[src/verilog/eeprom_cfg_pkg.sv]
// Constants and types shared by the EEPROM configuration loader.
package eeprom_cfg_pkg;

  // ----------------------------------------------------------------
  // Timing
  // ----------------------------------------------------------------
  localparam int CORE_CLK_PERIOD_NS = 20;
  localparam int EE_SK_HALF_MIN_NS = 1000;
  // Least time, so the count rounds up to whole core cycles.
  localparam int EE_SK_HALF_CYC = (EE_SK_HALF_MIN_NS + CORE_CLK_PERIOD_NS - 1) / CORE_CLK_PERIOD_NS;

  // ----------------------------------------------------------------
  // Serial read sequence
  // ----------------------------------------------------------------
  localparam int LOAD_WORDS = 9;
  localparam int CMD_BITS = 9;
  localparam int DATA_BITS = 16;
  localparam logic [2:0] EE_READ_PREFIX = 3'h6;
  localparam logic [3:0] WORD_STATION_0 = 4'h0;
  localparam logic [3:0] WORD_STATION_1 = 4'h1;
  localparam logic [3:0] WORD_STATION_2 = 4'h2;
  localparam logic [3:0] WORD_LAT_GNT = 4'h3;
  localparam logic [3:0] WORD_SUBSYS_ID = 4'h4;
  localparam logic [3:0] WORD_SUBSYS_VENDOR = 4'h5;
  localparam logic [3:0] WORD_DEVICE_ID = 4'h6;
  localparam logic [3:0] WORD_VENDOR_ID = 4'h7;
  localparam logic [3:0] WORD_REV_OPTIONS = 4'h8;

  // ----------------------------------------------------------------
  // Serial management register fields and built-in codes
  // ----------------------------------------------------------------
  localparam int SM_CS_BIT = 0;
  localparam int SM_SK_BIT = 1;
  localparam int SM_DI_BIT = 2;
  localparam int SM_DO_BIT = 3;
  localparam int SM_EE_EN_BIT = 11;
  localparam logic [23:0] ETH_CLASS_CODE = 24'h020000;
  localparam logic [15:0] DRIVER_AREA_RESET = 16'h0000;

  typedef enum logic [2:0] {
    LD_START = 3'h0,
    LD_SEND = 3'h1,
    LD_RECV = 3'h3,
    LD_GAP = 3'h2,
    LD_DONE = 3'h6
  } load_state_t;

  typedef struct packed {
    logic [47:0] station_addr;
    logic [7:0] max_latency;
    logic [7:0] min_grant;
    logic [15:0] subsys_id;
    logic [15:0] subsys_vendor_id;
    logic [15:0] device_id;
    logic [15:0] vendor_id;
    logic [7:0] revision;
    logic [7:0] power_wake_bootsize_byte;
  } cfg_image_t;

endpackage

[src/verilog/eeprom_config_autoload.sv]
// EEPROM configuration autoload, identification registers and bit-banged EEPROM port.
`timescale 1ns/1ns
module eeprom_config_autoload
  import eeprom_cfg_pkg::*;
#(
  parameter int HALF_CYCLES = EE_SK_HALF_CYC,
  parameter logic [7:0] SIG_ODD_BYTE = 8'hA5,  // Arbitrary value.
  parameter logic [7:0] SIG_EVEN_BYTE = 8'h5A  // Arbitrary value.
) (
  input wire logic CORE_CLK,
  input wire logic ARST_N,
  input wire logic SM_WR,
  input wire logic [15:0] SM_WDATA,
  output logic [15:0] SM_RDATA,
  input wire logic SIG_RD,
  input wire logic SIG_DRV_WR,
  input wire logic [15:0] SIG_DRV_WDATA,
  output logic [31:0] SIG_RDATA,
  input wire logic CFG_RD_REQ,
  output logic CFG_RD_ACK,
  output logic LOAD_DONE,
  output cfg_image_t CONFIG,
  output logic [31:0] VENDOR_DEVICE_ID_REG,
  output logic [31:0] REVISION_REG,
  output logic EEPROM_CHIP_SELECT,
  output logic EEPROM_SERIAL_CLOCK_O,
  output logic EEPROM_SERIAL_CLOCK_OE_N,
  output logic EEPROM_SERIAL_IN_O,
  output logic EEPROM_SERIAL_IN_OE_N,
  input wire logic EEPROM_SERIAL_OUT
);

  // ----------------------------------------------------------------
  // Reset release
  // ----------------------------------------------------------------
  logic rst_meta_reg;
  logic rst_n;

  // The reset enters asynchronously but is released on two clock edges.
  always_ff @(posedge CORE_CLK or negedge ARST_N) begin
    if (!ARST_N) begin
      rst_meta_reg <= 1'b0;
      rst_n <= 1'b0;
    end else begin
      rst_meta_reg <= 1'b1;
      rst_n <= rst_meta_reg;
    end
  end

  // ----------------------------------------------------------------
  // Serial-out pin synchroniser and latch
  // ----------------------------------------------------------------
  logic do_s1_reg, do_s2_reg, do_s3_reg, do_latch_reg;
  logic do_latch_next;

  // A new level counts only once the second and third stages agree.
  always_comb begin
    do_latch_next = (do_s2_reg == do_s3_reg) ? do_s3_reg : do_latch_reg;
  end

  always_ff @(posedge CORE_CLK or negedge rst_n) begin
    if (!rst_n) begin
      do_s1_reg <= 1'b0;
      do_s2_reg <= 1'b0;
      do_s3_reg <= 1'b0;
      do_latch_reg <= 1'b0;
    end else begin
      do_s1_reg <= EEPROM_SERIAL_OUT;
      do_s2_reg <= do_s1_reg;
      do_s3_reg <= do_s2_reg;
      do_latch_reg <= do_latch_next;
    end
  end

  // ----------------------------------------------------------------
  // Autoload sequencer
  // ----------------------------------------------------------------
  load_state_t state_reg, state_next;
  logic [7:0] timer_reg, timer_next;
  logic sk_reg, sk_next;
  logic [4:0] bit_reg, bit_next;
  logic [3:0] word_reg, word_next;
  logic [15:0] shift_reg, shift_next;
  logic [8:0] cmd_reg, cmd_next;
  cfg_image_t cfg_reg, cfg_next;
  logic done_reg, done_next;
  logic tick;
  logic [15:0] word_val;

  // Each tick is one half period of the serial clock; data is sampled late
  // in the high half so the three-stage synchroniser has long settled.
  always_comb begin
    tick = (timer_reg == 8'h00);
    word_val = {shift_reg[14:0], do_latch_reg};
    state_next = state_reg;
    timer_next = tick ? 8'(HALF_CYCLES - 1) : timer_reg - 8'h01;
    sk_next = sk_reg;
    bit_next = bit_reg;
    word_next = word_reg;
    shift_next = shift_reg;
    cmd_next = cmd_reg;
    cfg_next = cfg_reg;
    case (state_reg)
      LD_START: begin
        if (tick) begin
          state_next = LD_SEND;
          cmd_next = {EE_READ_PREFIX, 2'h0, word_reg};
          bit_next = 5'h00;
        end
      end
      LD_SEND: begin
        if (tick) begin
          sk_next = ~sk_reg;
          if (sk_reg) begin
            cmd_next = {cmd_reg[7:0], 1'b0};
            if (bit_reg == 5'(CMD_BITS - 1)) begin
              state_next = LD_RECV;
              bit_next = 5'h00;
            end else begin
              bit_next = bit_reg + 5'h01;
            end
          end
        end
      end
      LD_RECV: begin
        if (tick) begin
          sk_next = ~sk_reg;
          if (sk_reg) begin
            shift_next = word_val;
            if (bit_reg == 5'(DATA_BITS - 1)) begin
              state_next = LD_GAP;
              case (word_reg)
                WORD_STATION_0: cfg_next.station_addr[15:0] = word_val;
                WORD_STATION_1: cfg_next.station_addr[31:16] = word_val;
                WORD_STATION_2: cfg_next.station_addr[47:32] = word_val;
                WORD_LAT_GNT: begin
                  cfg_next.max_latency = word_val[15:8];
                  cfg_next.min_grant = word_val[7:0];
                end
                WORD_SUBSYS_ID: cfg_next.subsys_id = word_val;
                WORD_SUBSYS_VENDOR: cfg_next.subsys_vendor_id = word_val;
                WORD_DEVICE_ID: cfg_next.device_id = word_val;
                WORD_VENDOR_ID: cfg_next.vendor_id = word_val;
                WORD_REV_OPTIONS: begin
                  cfg_next.power_wake_bootsize_byte = word_val[15:8];
                  cfg_next.revision = word_val[7:0];
                end
                default: cfg_next = cfg_reg;
              endcase
            end else begin
              bit_next = bit_reg + 5'h01;
            end
          end
        end
      end
      LD_GAP: begin
        if (tick) begin
          if (word_reg == 4'(LOAD_WORDS - 1)) begin
            state_next = LD_DONE;
          end else begin
            word_next = word_reg + 4'h1;
            state_next = LD_START;
          end
        end
      end
      LD_DONE: begin
        timer_next = 8'h00;
      end
      default: state_next = LD_DONE;
    endcase
    done_next = (state_next == LD_DONE);
  end

  always_ff @(posedge CORE_CLK or negedge rst_n) begin
    if (!rst_n) begin
      state_reg <= LD_START;
      timer_reg <= 8'h00;
      sk_reg <= 1'b0;
      bit_reg <= 5'h00;
      word_reg <= 4'h0;
      shift_reg <= 16'h0000;
      cmd_reg <= 9'h000;
      cfg_reg <= '0;
      done_reg <= 1'b0;
    end else begin
      state_reg <= state_next;
      timer_reg <= timer_next;
      sk_reg <= sk_next;
      bit_reg <= bit_next;
      word_reg <= word_next;
      shift_reg <= shift_next;
      cmd_reg <= cmd_next;
      cfg_reg <= cfg_next;
      done_reg <= done_next;
    end
  end

  // ----------------------------------------------------------------
  // Serial management register and EEPROM pins
  // ----------------------------------------------------------------
  logic [7:0] gpio_reg, gpio_next;
  logic ee_en_reg, ee_en_next;
  logic [15:0] sm_rdata_reg, sm_rdata_next;
  logic cs_pin_reg, cs_pin_next, sk_pin_reg, sk_pin_next, di_pin_reg, di_pin_next;
  logic oe_n_reg, oe_n_next;

  // The loader owns the pins until it finishes; after that software owns
  // them only while the enable bit is set, otherwise they are released.
  always_comb begin
    gpio_next = SM_WR ? SM_WDATA[7:0] : gpio_reg;
    ee_en_next = SM_WR ? SM_WDATA[SM_EE_EN_BIT] : ee_en_reg;
    sm_rdata_next = 16'h0000;
    sm_rdata_next[7:0] = gpio_reg;
    sm_rdata_next[SM_DO_BIT] = do_latch_reg;
    sm_rdata_next[SM_EE_EN_BIT] = ee_en_reg;
    if (!done_reg) begin
      cs_pin_next = (state_reg != LD_GAP);
      sk_pin_next = sk_reg;
      di_pin_next = (state_reg == LD_SEND) && cmd_reg[8];
      oe_n_next = 1'b0;
    end else if (ee_en_reg) begin
      cs_pin_next = gpio_reg[SM_CS_BIT];
      sk_pin_next = gpio_reg[SM_SK_BIT];
      di_pin_next = gpio_reg[SM_DI_BIT];
      oe_n_next = 1'b0;
    end else begin
      cs_pin_next = 1'b0;
      sk_pin_next = 1'b0;
      di_pin_next = 1'b0;
      oe_n_next = 1'b1;
    end
  end

  always_ff @(posedge CORE_CLK or negedge rst_n) begin
    if (!rst_n) begin
      gpio_reg <= 8'h00;
      ee_en_reg <= 1'b0;
      sm_rdata_reg <= 16'h0000;
      cs_pin_reg <= 1'b0;
      sk_pin_reg <= 1'b0;
      di_pin_reg <= 1'b0;
      oe_n_reg <= 1'b0;
    end else begin
      gpio_reg <= gpio_next;
      ee_en_reg <= ee_en_next;
      sm_rdata_reg <= sm_rdata_next;
      cs_pin_reg <= cs_pin_next;
      sk_pin_reg <= sk_pin_next;
      di_pin_reg <= di_pin_next;
      oe_n_reg <= oe_n_next;
    end
  end

  // ----------------------------------------------------------------
  // Signature register and configuration read handshake
  // ----------------------------------------------------------------
  logic sig_odd_reg, sig_odd_next;
  logic [7:0] sig_byte_reg, sig_byte_next;
  logic [15:0] drv_reg, drv_next;
  logic ack_reg, ack_next;

  // Reads alternate the built-in byte; configuration reads wait for the load to finish.
  always_comb begin
    sig_odd_next = SIG_RD ? ~sig_odd_reg : sig_odd_reg;
    sig_byte_next = sig_byte_reg;
    if (SIG_RD) begin
      sig_byte_next = sig_odd_reg ? SIG_ODD_BYTE : SIG_EVEN_BYTE;
    end
    drv_next = SIG_DRV_WR ? SIG_DRV_WDATA : drv_reg;
    ack_next = CFG_RD_REQ && done_reg && !ack_reg;
  end

  always_ff @(posedge CORE_CLK or negedge rst_n) begin
    if (!rst_n) begin
      sig_odd_reg <= 1'b1;
      sig_byte_reg <= 8'h00;
      drv_reg <= DRIVER_AREA_RESET;
      ack_reg <= 1'b0;
    end else begin
      sig_odd_reg <= sig_odd_next;
      sig_byte_reg <= sig_byte_next;
      drv_reg <= drv_next;
      ack_reg <= ack_next;
    end
  end

  // ----------------------------------------------------------------
  // Outputs
  // ----------------------------------------------------------------
  assign SM_RDATA = sm_rdata_reg;
  assign SIG_RDATA = {drv_reg, 8'h00, sig_byte_reg};
  assign CFG_RD_ACK = ack_reg;
  assign LOAD_DONE = done_reg;
  assign CONFIG = cfg_reg;
  assign VENDOR_DEVICE_ID_REG = {cfg_reg.device_id, cfg_reg.vendor_id};
  assign REVISION_REG = {ETH_CLASS_CODE, cfg_reg.revision};
  assign EEPROM_CHIP_SELECT = cs_pin_reg;
  assign EEPROM_SERIAL_CLOCK_O = sk_pin_reg;
  assign EEPROM_SERIAL_CLOCK_OE_N = oe_n_reg;
  assign EEPROM_SERIAL_IN_O = di_pin_reg;
  assign EEPROM_SERIAL_IN_OE_N = oe_n_reg;
endmodule  // eeprom_config_autoload
[config.mk]
export PLATFORM = sky130hd
export DESIGN_NAME = eeprom_config_autoload
export DESIGN_NICKNAME = d
export VERILOG_FILES = /design/src/verilog/eeprom_cfg_pkg.sv /design/src/verilog/eeprom_config_autoload.sv
export SDC_FILE = /design/constraint.sdc
export NUM_CORES = 1
export LEC_CHECK = 0
export ABC_AREA = 1
export BUFFER_PORTS_ARGS = -buffer_cell sky130_fd_sc_hd__buf_2
export CAP_MARGIN = 20
export CORE_MARGIN = 2
export CORE_UTILIZATION = 35
export CTS_CLUSTER_SIZE = 12
export DETAILED_ROUTE_END_ITERATION = 7
export PLACE_DENSITY = 0.59
export SYNTH_ARGS = -nofsm -noshare
export SYNTH_HDL_FRONTEND = slang
export SYNTH_SLANG_ARGS = --single-unit
export TNS_END_PERCENT = 10
[constraint.sdc]
create_clock -name CORE_CLK -period 8.6 [get_ports CORE_CLK]
set_input_delay 2.58 -clock CORE_CLK [delete_from_list [all_inputs] [get_ports CORE_CLK]]
set_output_delay 2.58 -clock CORE_CLK [all_outputs]
set_load 0.1 [all_outputs]
==> results by group <==
Status
  • Result of the run: completed

GRT
  • Global routing met1 resource utilization: 24.2%
  • Global routing usage summed across all routing layers: 17.6%
  • GR Util met2: 28.8%
  • Vias in the first global route: 7756
  • Number of antenna violations at the first check in global routing: 0
  • GR peak layer: met2
  • Total congestion overflow: 0
  • First-pass GRT wire length: 43600 um
  • Met3 Usage GRT: 3.14%
  • Pin count of the biggest net entering global routing: 177

Yosys
  • Mean area per synthesized cell: 9.25 um^2
  • Commonest register cell after synthesis: sky130_fd_sc_hd__dfrtp_1
  • Sequential element share of the synthesized area: 56.6%
  • Number of storage elements in the synthesis netlist: 237
  • Cell count after synthesis: 1132
  • Top cell type by total area after synthesis: sky130_fd_sc_hd__dfrtp_1
  • Fraction of synthesized cell area taken by the top area cell type: 56.4%
  • Async set or reset register ratio after synthesis: 100%
  • Largest cells by area after synthesis: sky130_fd_sc_hd__dfrtp_1 56%, sky130_fd_sc_hd__nand2_1 14%, sky130_fd_sc_hd__nand3_1 7.9%, sky130_fd_sc_hd__buf_4 6.5%, sky130_fd_sc_hd__mux2_2 2.3%
  • Warnings from Yosys: 0
  • EDFF count, synth: 0
  • Cell area after synthesis: 10500 um^2
  • Count of unique library cells instantiated by Yosys: 38

CTS
  • Worst-case clock buffer depth: 3
  • Total CTS buffers: 27
  • CTS tree: done
  • Post-CTS Setup Bufs: 0
  • Number of cells upsized or downsized after cts: 0
  • Clock transition at the register clock pins on the worst setup and hold paths after CTS: 60 ps
  • Clock net sink count: 237
  • Post-CTS Hold Fix Bufs: 0
  • Clock H-tree levels: 1
  • Root buffer cell: sky130_fd_sc_hd__clkbuf_16
  • Clock latency at the later pin of the worst-skew pair: 550 ps

Floorplanning
  • Standard cell core area: 29600 um^2
  • Width of the die: 177 um
  • Die Footprint: 31300 um^2
  • Core Rows: 63
  • Initial core utilization: 35.4%
  • Vertical die dimension: 177 um
  • I/O pin count: 302

Worst setup path
  • Slowest cell on the critical path: sky130_fd_sc_hd__buf_2
  • Worst path max stage delay: 470 ps
  • Critical Path RT: 6020 ps
  • Critical Path Sink Type: output port
  • Highest fanout seen on the critical path: 7
  • Arrival time at the worst endpoint: 1460 ps
  • Crit-path cells: buf_2
  • Largest delay contributor family on the critical path: buffers and inverters
  • Critical path type: register to output port
  • Number of buffer and inverter stages on the critical path: 1
  • Startpoint type of the worst setup path: register
  • R2r setup slk: 5620 ps

Drt
  • Wire length per cell: 16.0 um
  • Via count: 8093
  • Pre-Repair DR Iteration Count: 5
  • First-iteration detailed-routing DRC count: 641
  • Residual DRC count: 0
  • Detailed-route wire length: 27600 um
  • Antenna viol nets, final: 0
  • Routed vias/inst: 4.71

Final layout
  • Synthesis-to-finish area growth: 17.8%
  • Final nets: 1356
  • Number of filler instances in the final layout: 2980
  • Flip-flop count of the largest register after layout: 144
  • Share of final-layout standard cells stronger than drive strength 1: 26.0%
  • Antenna cells: 0

STA
  • Achievable Freq: 0.248 GHz
  • Setup violators final: 0
  • Final sum of negative setup slack: 0 ps
  • Endpoints failing hold: 0
  • Min Tclk post-route: 4040 ps
  • Worst Tran Pin Value: 1000 ps
  • Worst slew margin: 33.1%
  • Clock tree skew after final layout: 25.0 ps
  • Number of slew-limit violations in the final report: 0
  • Ratio of final minimum period to clock period: 47.0%
  • Setup repair after global routing missed its margin: false
  • Final Worst Setup Slack: 4560 ps

Power
  • Max rail drop VDD: 0.134 mV
  • Pleak: 7.25 nW
  • Pwr per Cell Area: 207 nW/um^2

Place
  • HPWL reported at the end of detailed placement: 17800 um
  • Number of buffers added on ports: 254
  • Final weighted congestion of routability-driven global placement: 0.816
  • Post-Place Setup Slack: 5100 ps

Min path
  • Worst min-delay path category: register to register

Flow run
  • Number of max-cap violations: 0
final cells by class:
type / count / area (um^2) / area share, %
clock buffer: 41 / 768 / 6.23
clock inverter: 8 / 109 / 0.883
inverter: 57 / 214 / 1.73
multi-input combinational: 728 / 3500 / 28.4
sequential: 237 / 5940 / 48.1
tap: 390 / 488 / 3.96
timing repair buffer: 258 / 1310 / 10.7
stage by stage:
stage                     util, %  cells  power, W  cell area (um^2)  hold slack [ps]
after CTS                    41.7   1719   0.00259             12300              347
after floorplan                 -   1170   0.00142             10600              331
after detailed placement     38.8   1670   0.00144             11500              335
after global placement       38.8   1670   0.00144             11500              333
after global routing         41.7   1719   0.00264             12300              365
final                        41.7   1719   0.00255             12300              346
power by group:
part | internal (W) | switching [W]
combinational | 0.0000275 | 0.000235
clock | 0.000678 | 0.000461
sequential | 0.00113 | 0.0000164
cells in the final DEF (no fill, tap or decap), types with 8 or more instances in the layout:
| cell type | netlist | routed |
|---|---|---|
| sky130_fd_sc_hd__buf_2 | 20 | 254 |
| sky130_fd_sc_hd__clkbuf_1 | 31 | 10 |
| sky130_fd_sc_hd__clkbuf_16 | 0 | 27 |
| sky130_fd_sc_hd__conb_1 | 2 | 40 |
| sky130_fd_sc_hd__dfrtp_1 | 236 | 235 |
| sky130_fd_sc_hd__ha_1 | 8 | 8 |
| sky130_fd_sc_hd__inv_1 | 53 | 53 |
| sky130_fd_sc_hd__mux2_2 | 21 | 21 |
| sky130_fd_sc_hd__nand2_1 | 387 | 387 |
| sky130_fd_sc_hd__nand3_1 | 165 | 165 |
| sky130_fd_sc_hd__nor2_1 | 27 | 27 |
| sky130_fd_sc_hd__o21ai_0 | 26 | 26 |
synthesized netlist by cell type (4+ instances only):
cell / n
sky130_fd_sc_hd__ha_1: 8
sky130_fd_sc_hd__clkbuf_1: 31
sky130_fd_sc_hd__nor2_2: 5
sky130_fd_sc_hd__nor2_4: 4
sky130_fd_sc_hd__buf_4: 90
sky130_fd_sc_hd__mux2_2: 21
sky130_fd_sc_hd__o21ai_0: 26
sky130_fd_sc_hd__dfrtp_1: 236
sky130_fd_sc_hd__buf_6: 6
sky130_fd_sc_hd__a21oi_1: 5
sky130_fd_sc_hd__nand3_1: 165
sky130_fd_sc_hd__inv_1: 53
sky130_fd_sc_hd__nor2_1: 27
sky130_fd_sc_hd__nand2_1: 387
sky130_fd_sc_hd__o21ai_1: 6
sky130_fd_sc_hd__buf_2: 20
sky130_fd_sc_hd__nand4_1: 4
sky130_fd_sc_hd__xor2_1: 5
sky130_fd_sc_hd__nand4_4: 6
final timing paths:
kind / from / end / cells after the start
worst max register to register: timer_reg[0]$_DFF_PN0_ / CONFIG[34]$_DFFE_PN0P_ / 9
min in group asynchronous: rst_n$_DFF_PN0_ / gpio_reg[7]$_DFFE_PN0P_ / 0
worst min register to register: do_s1_reg$_DFF_PN0_ / do_s2_reg$_DFF_PN0_ / 0
worst max-delay path: LOAD_DONE$_DFF_PN0_ / LOAD_DONE / 1
max in group asynchronous: ARST_N / rst_n$_DFF_PN0_ / 1
worst min-delay path: do_s1_reg$_DFF_PN0_ / do_s2_reg$_DFF_PN0_ / 0
kinds of logic after synthesis:
kind of cell / synth area share [%]
AOI/OAI and AO/OA: 2.26
xor gates and xnor gates: 0.502
adders and majority gates: 1.05
buffers and inverters: 11.2
and+or+nand+nor: 26.0
other: 0.0717
muxes: 2.26
DFF: 56.6
per-layer routing:
layer  wire length (um)  vias up
met4                473        0
met5                  0        -
met3               1850       32
met1              12400     3949
met2              12800      273
li1                   -     3839
(Power assumes the default switching activity.)
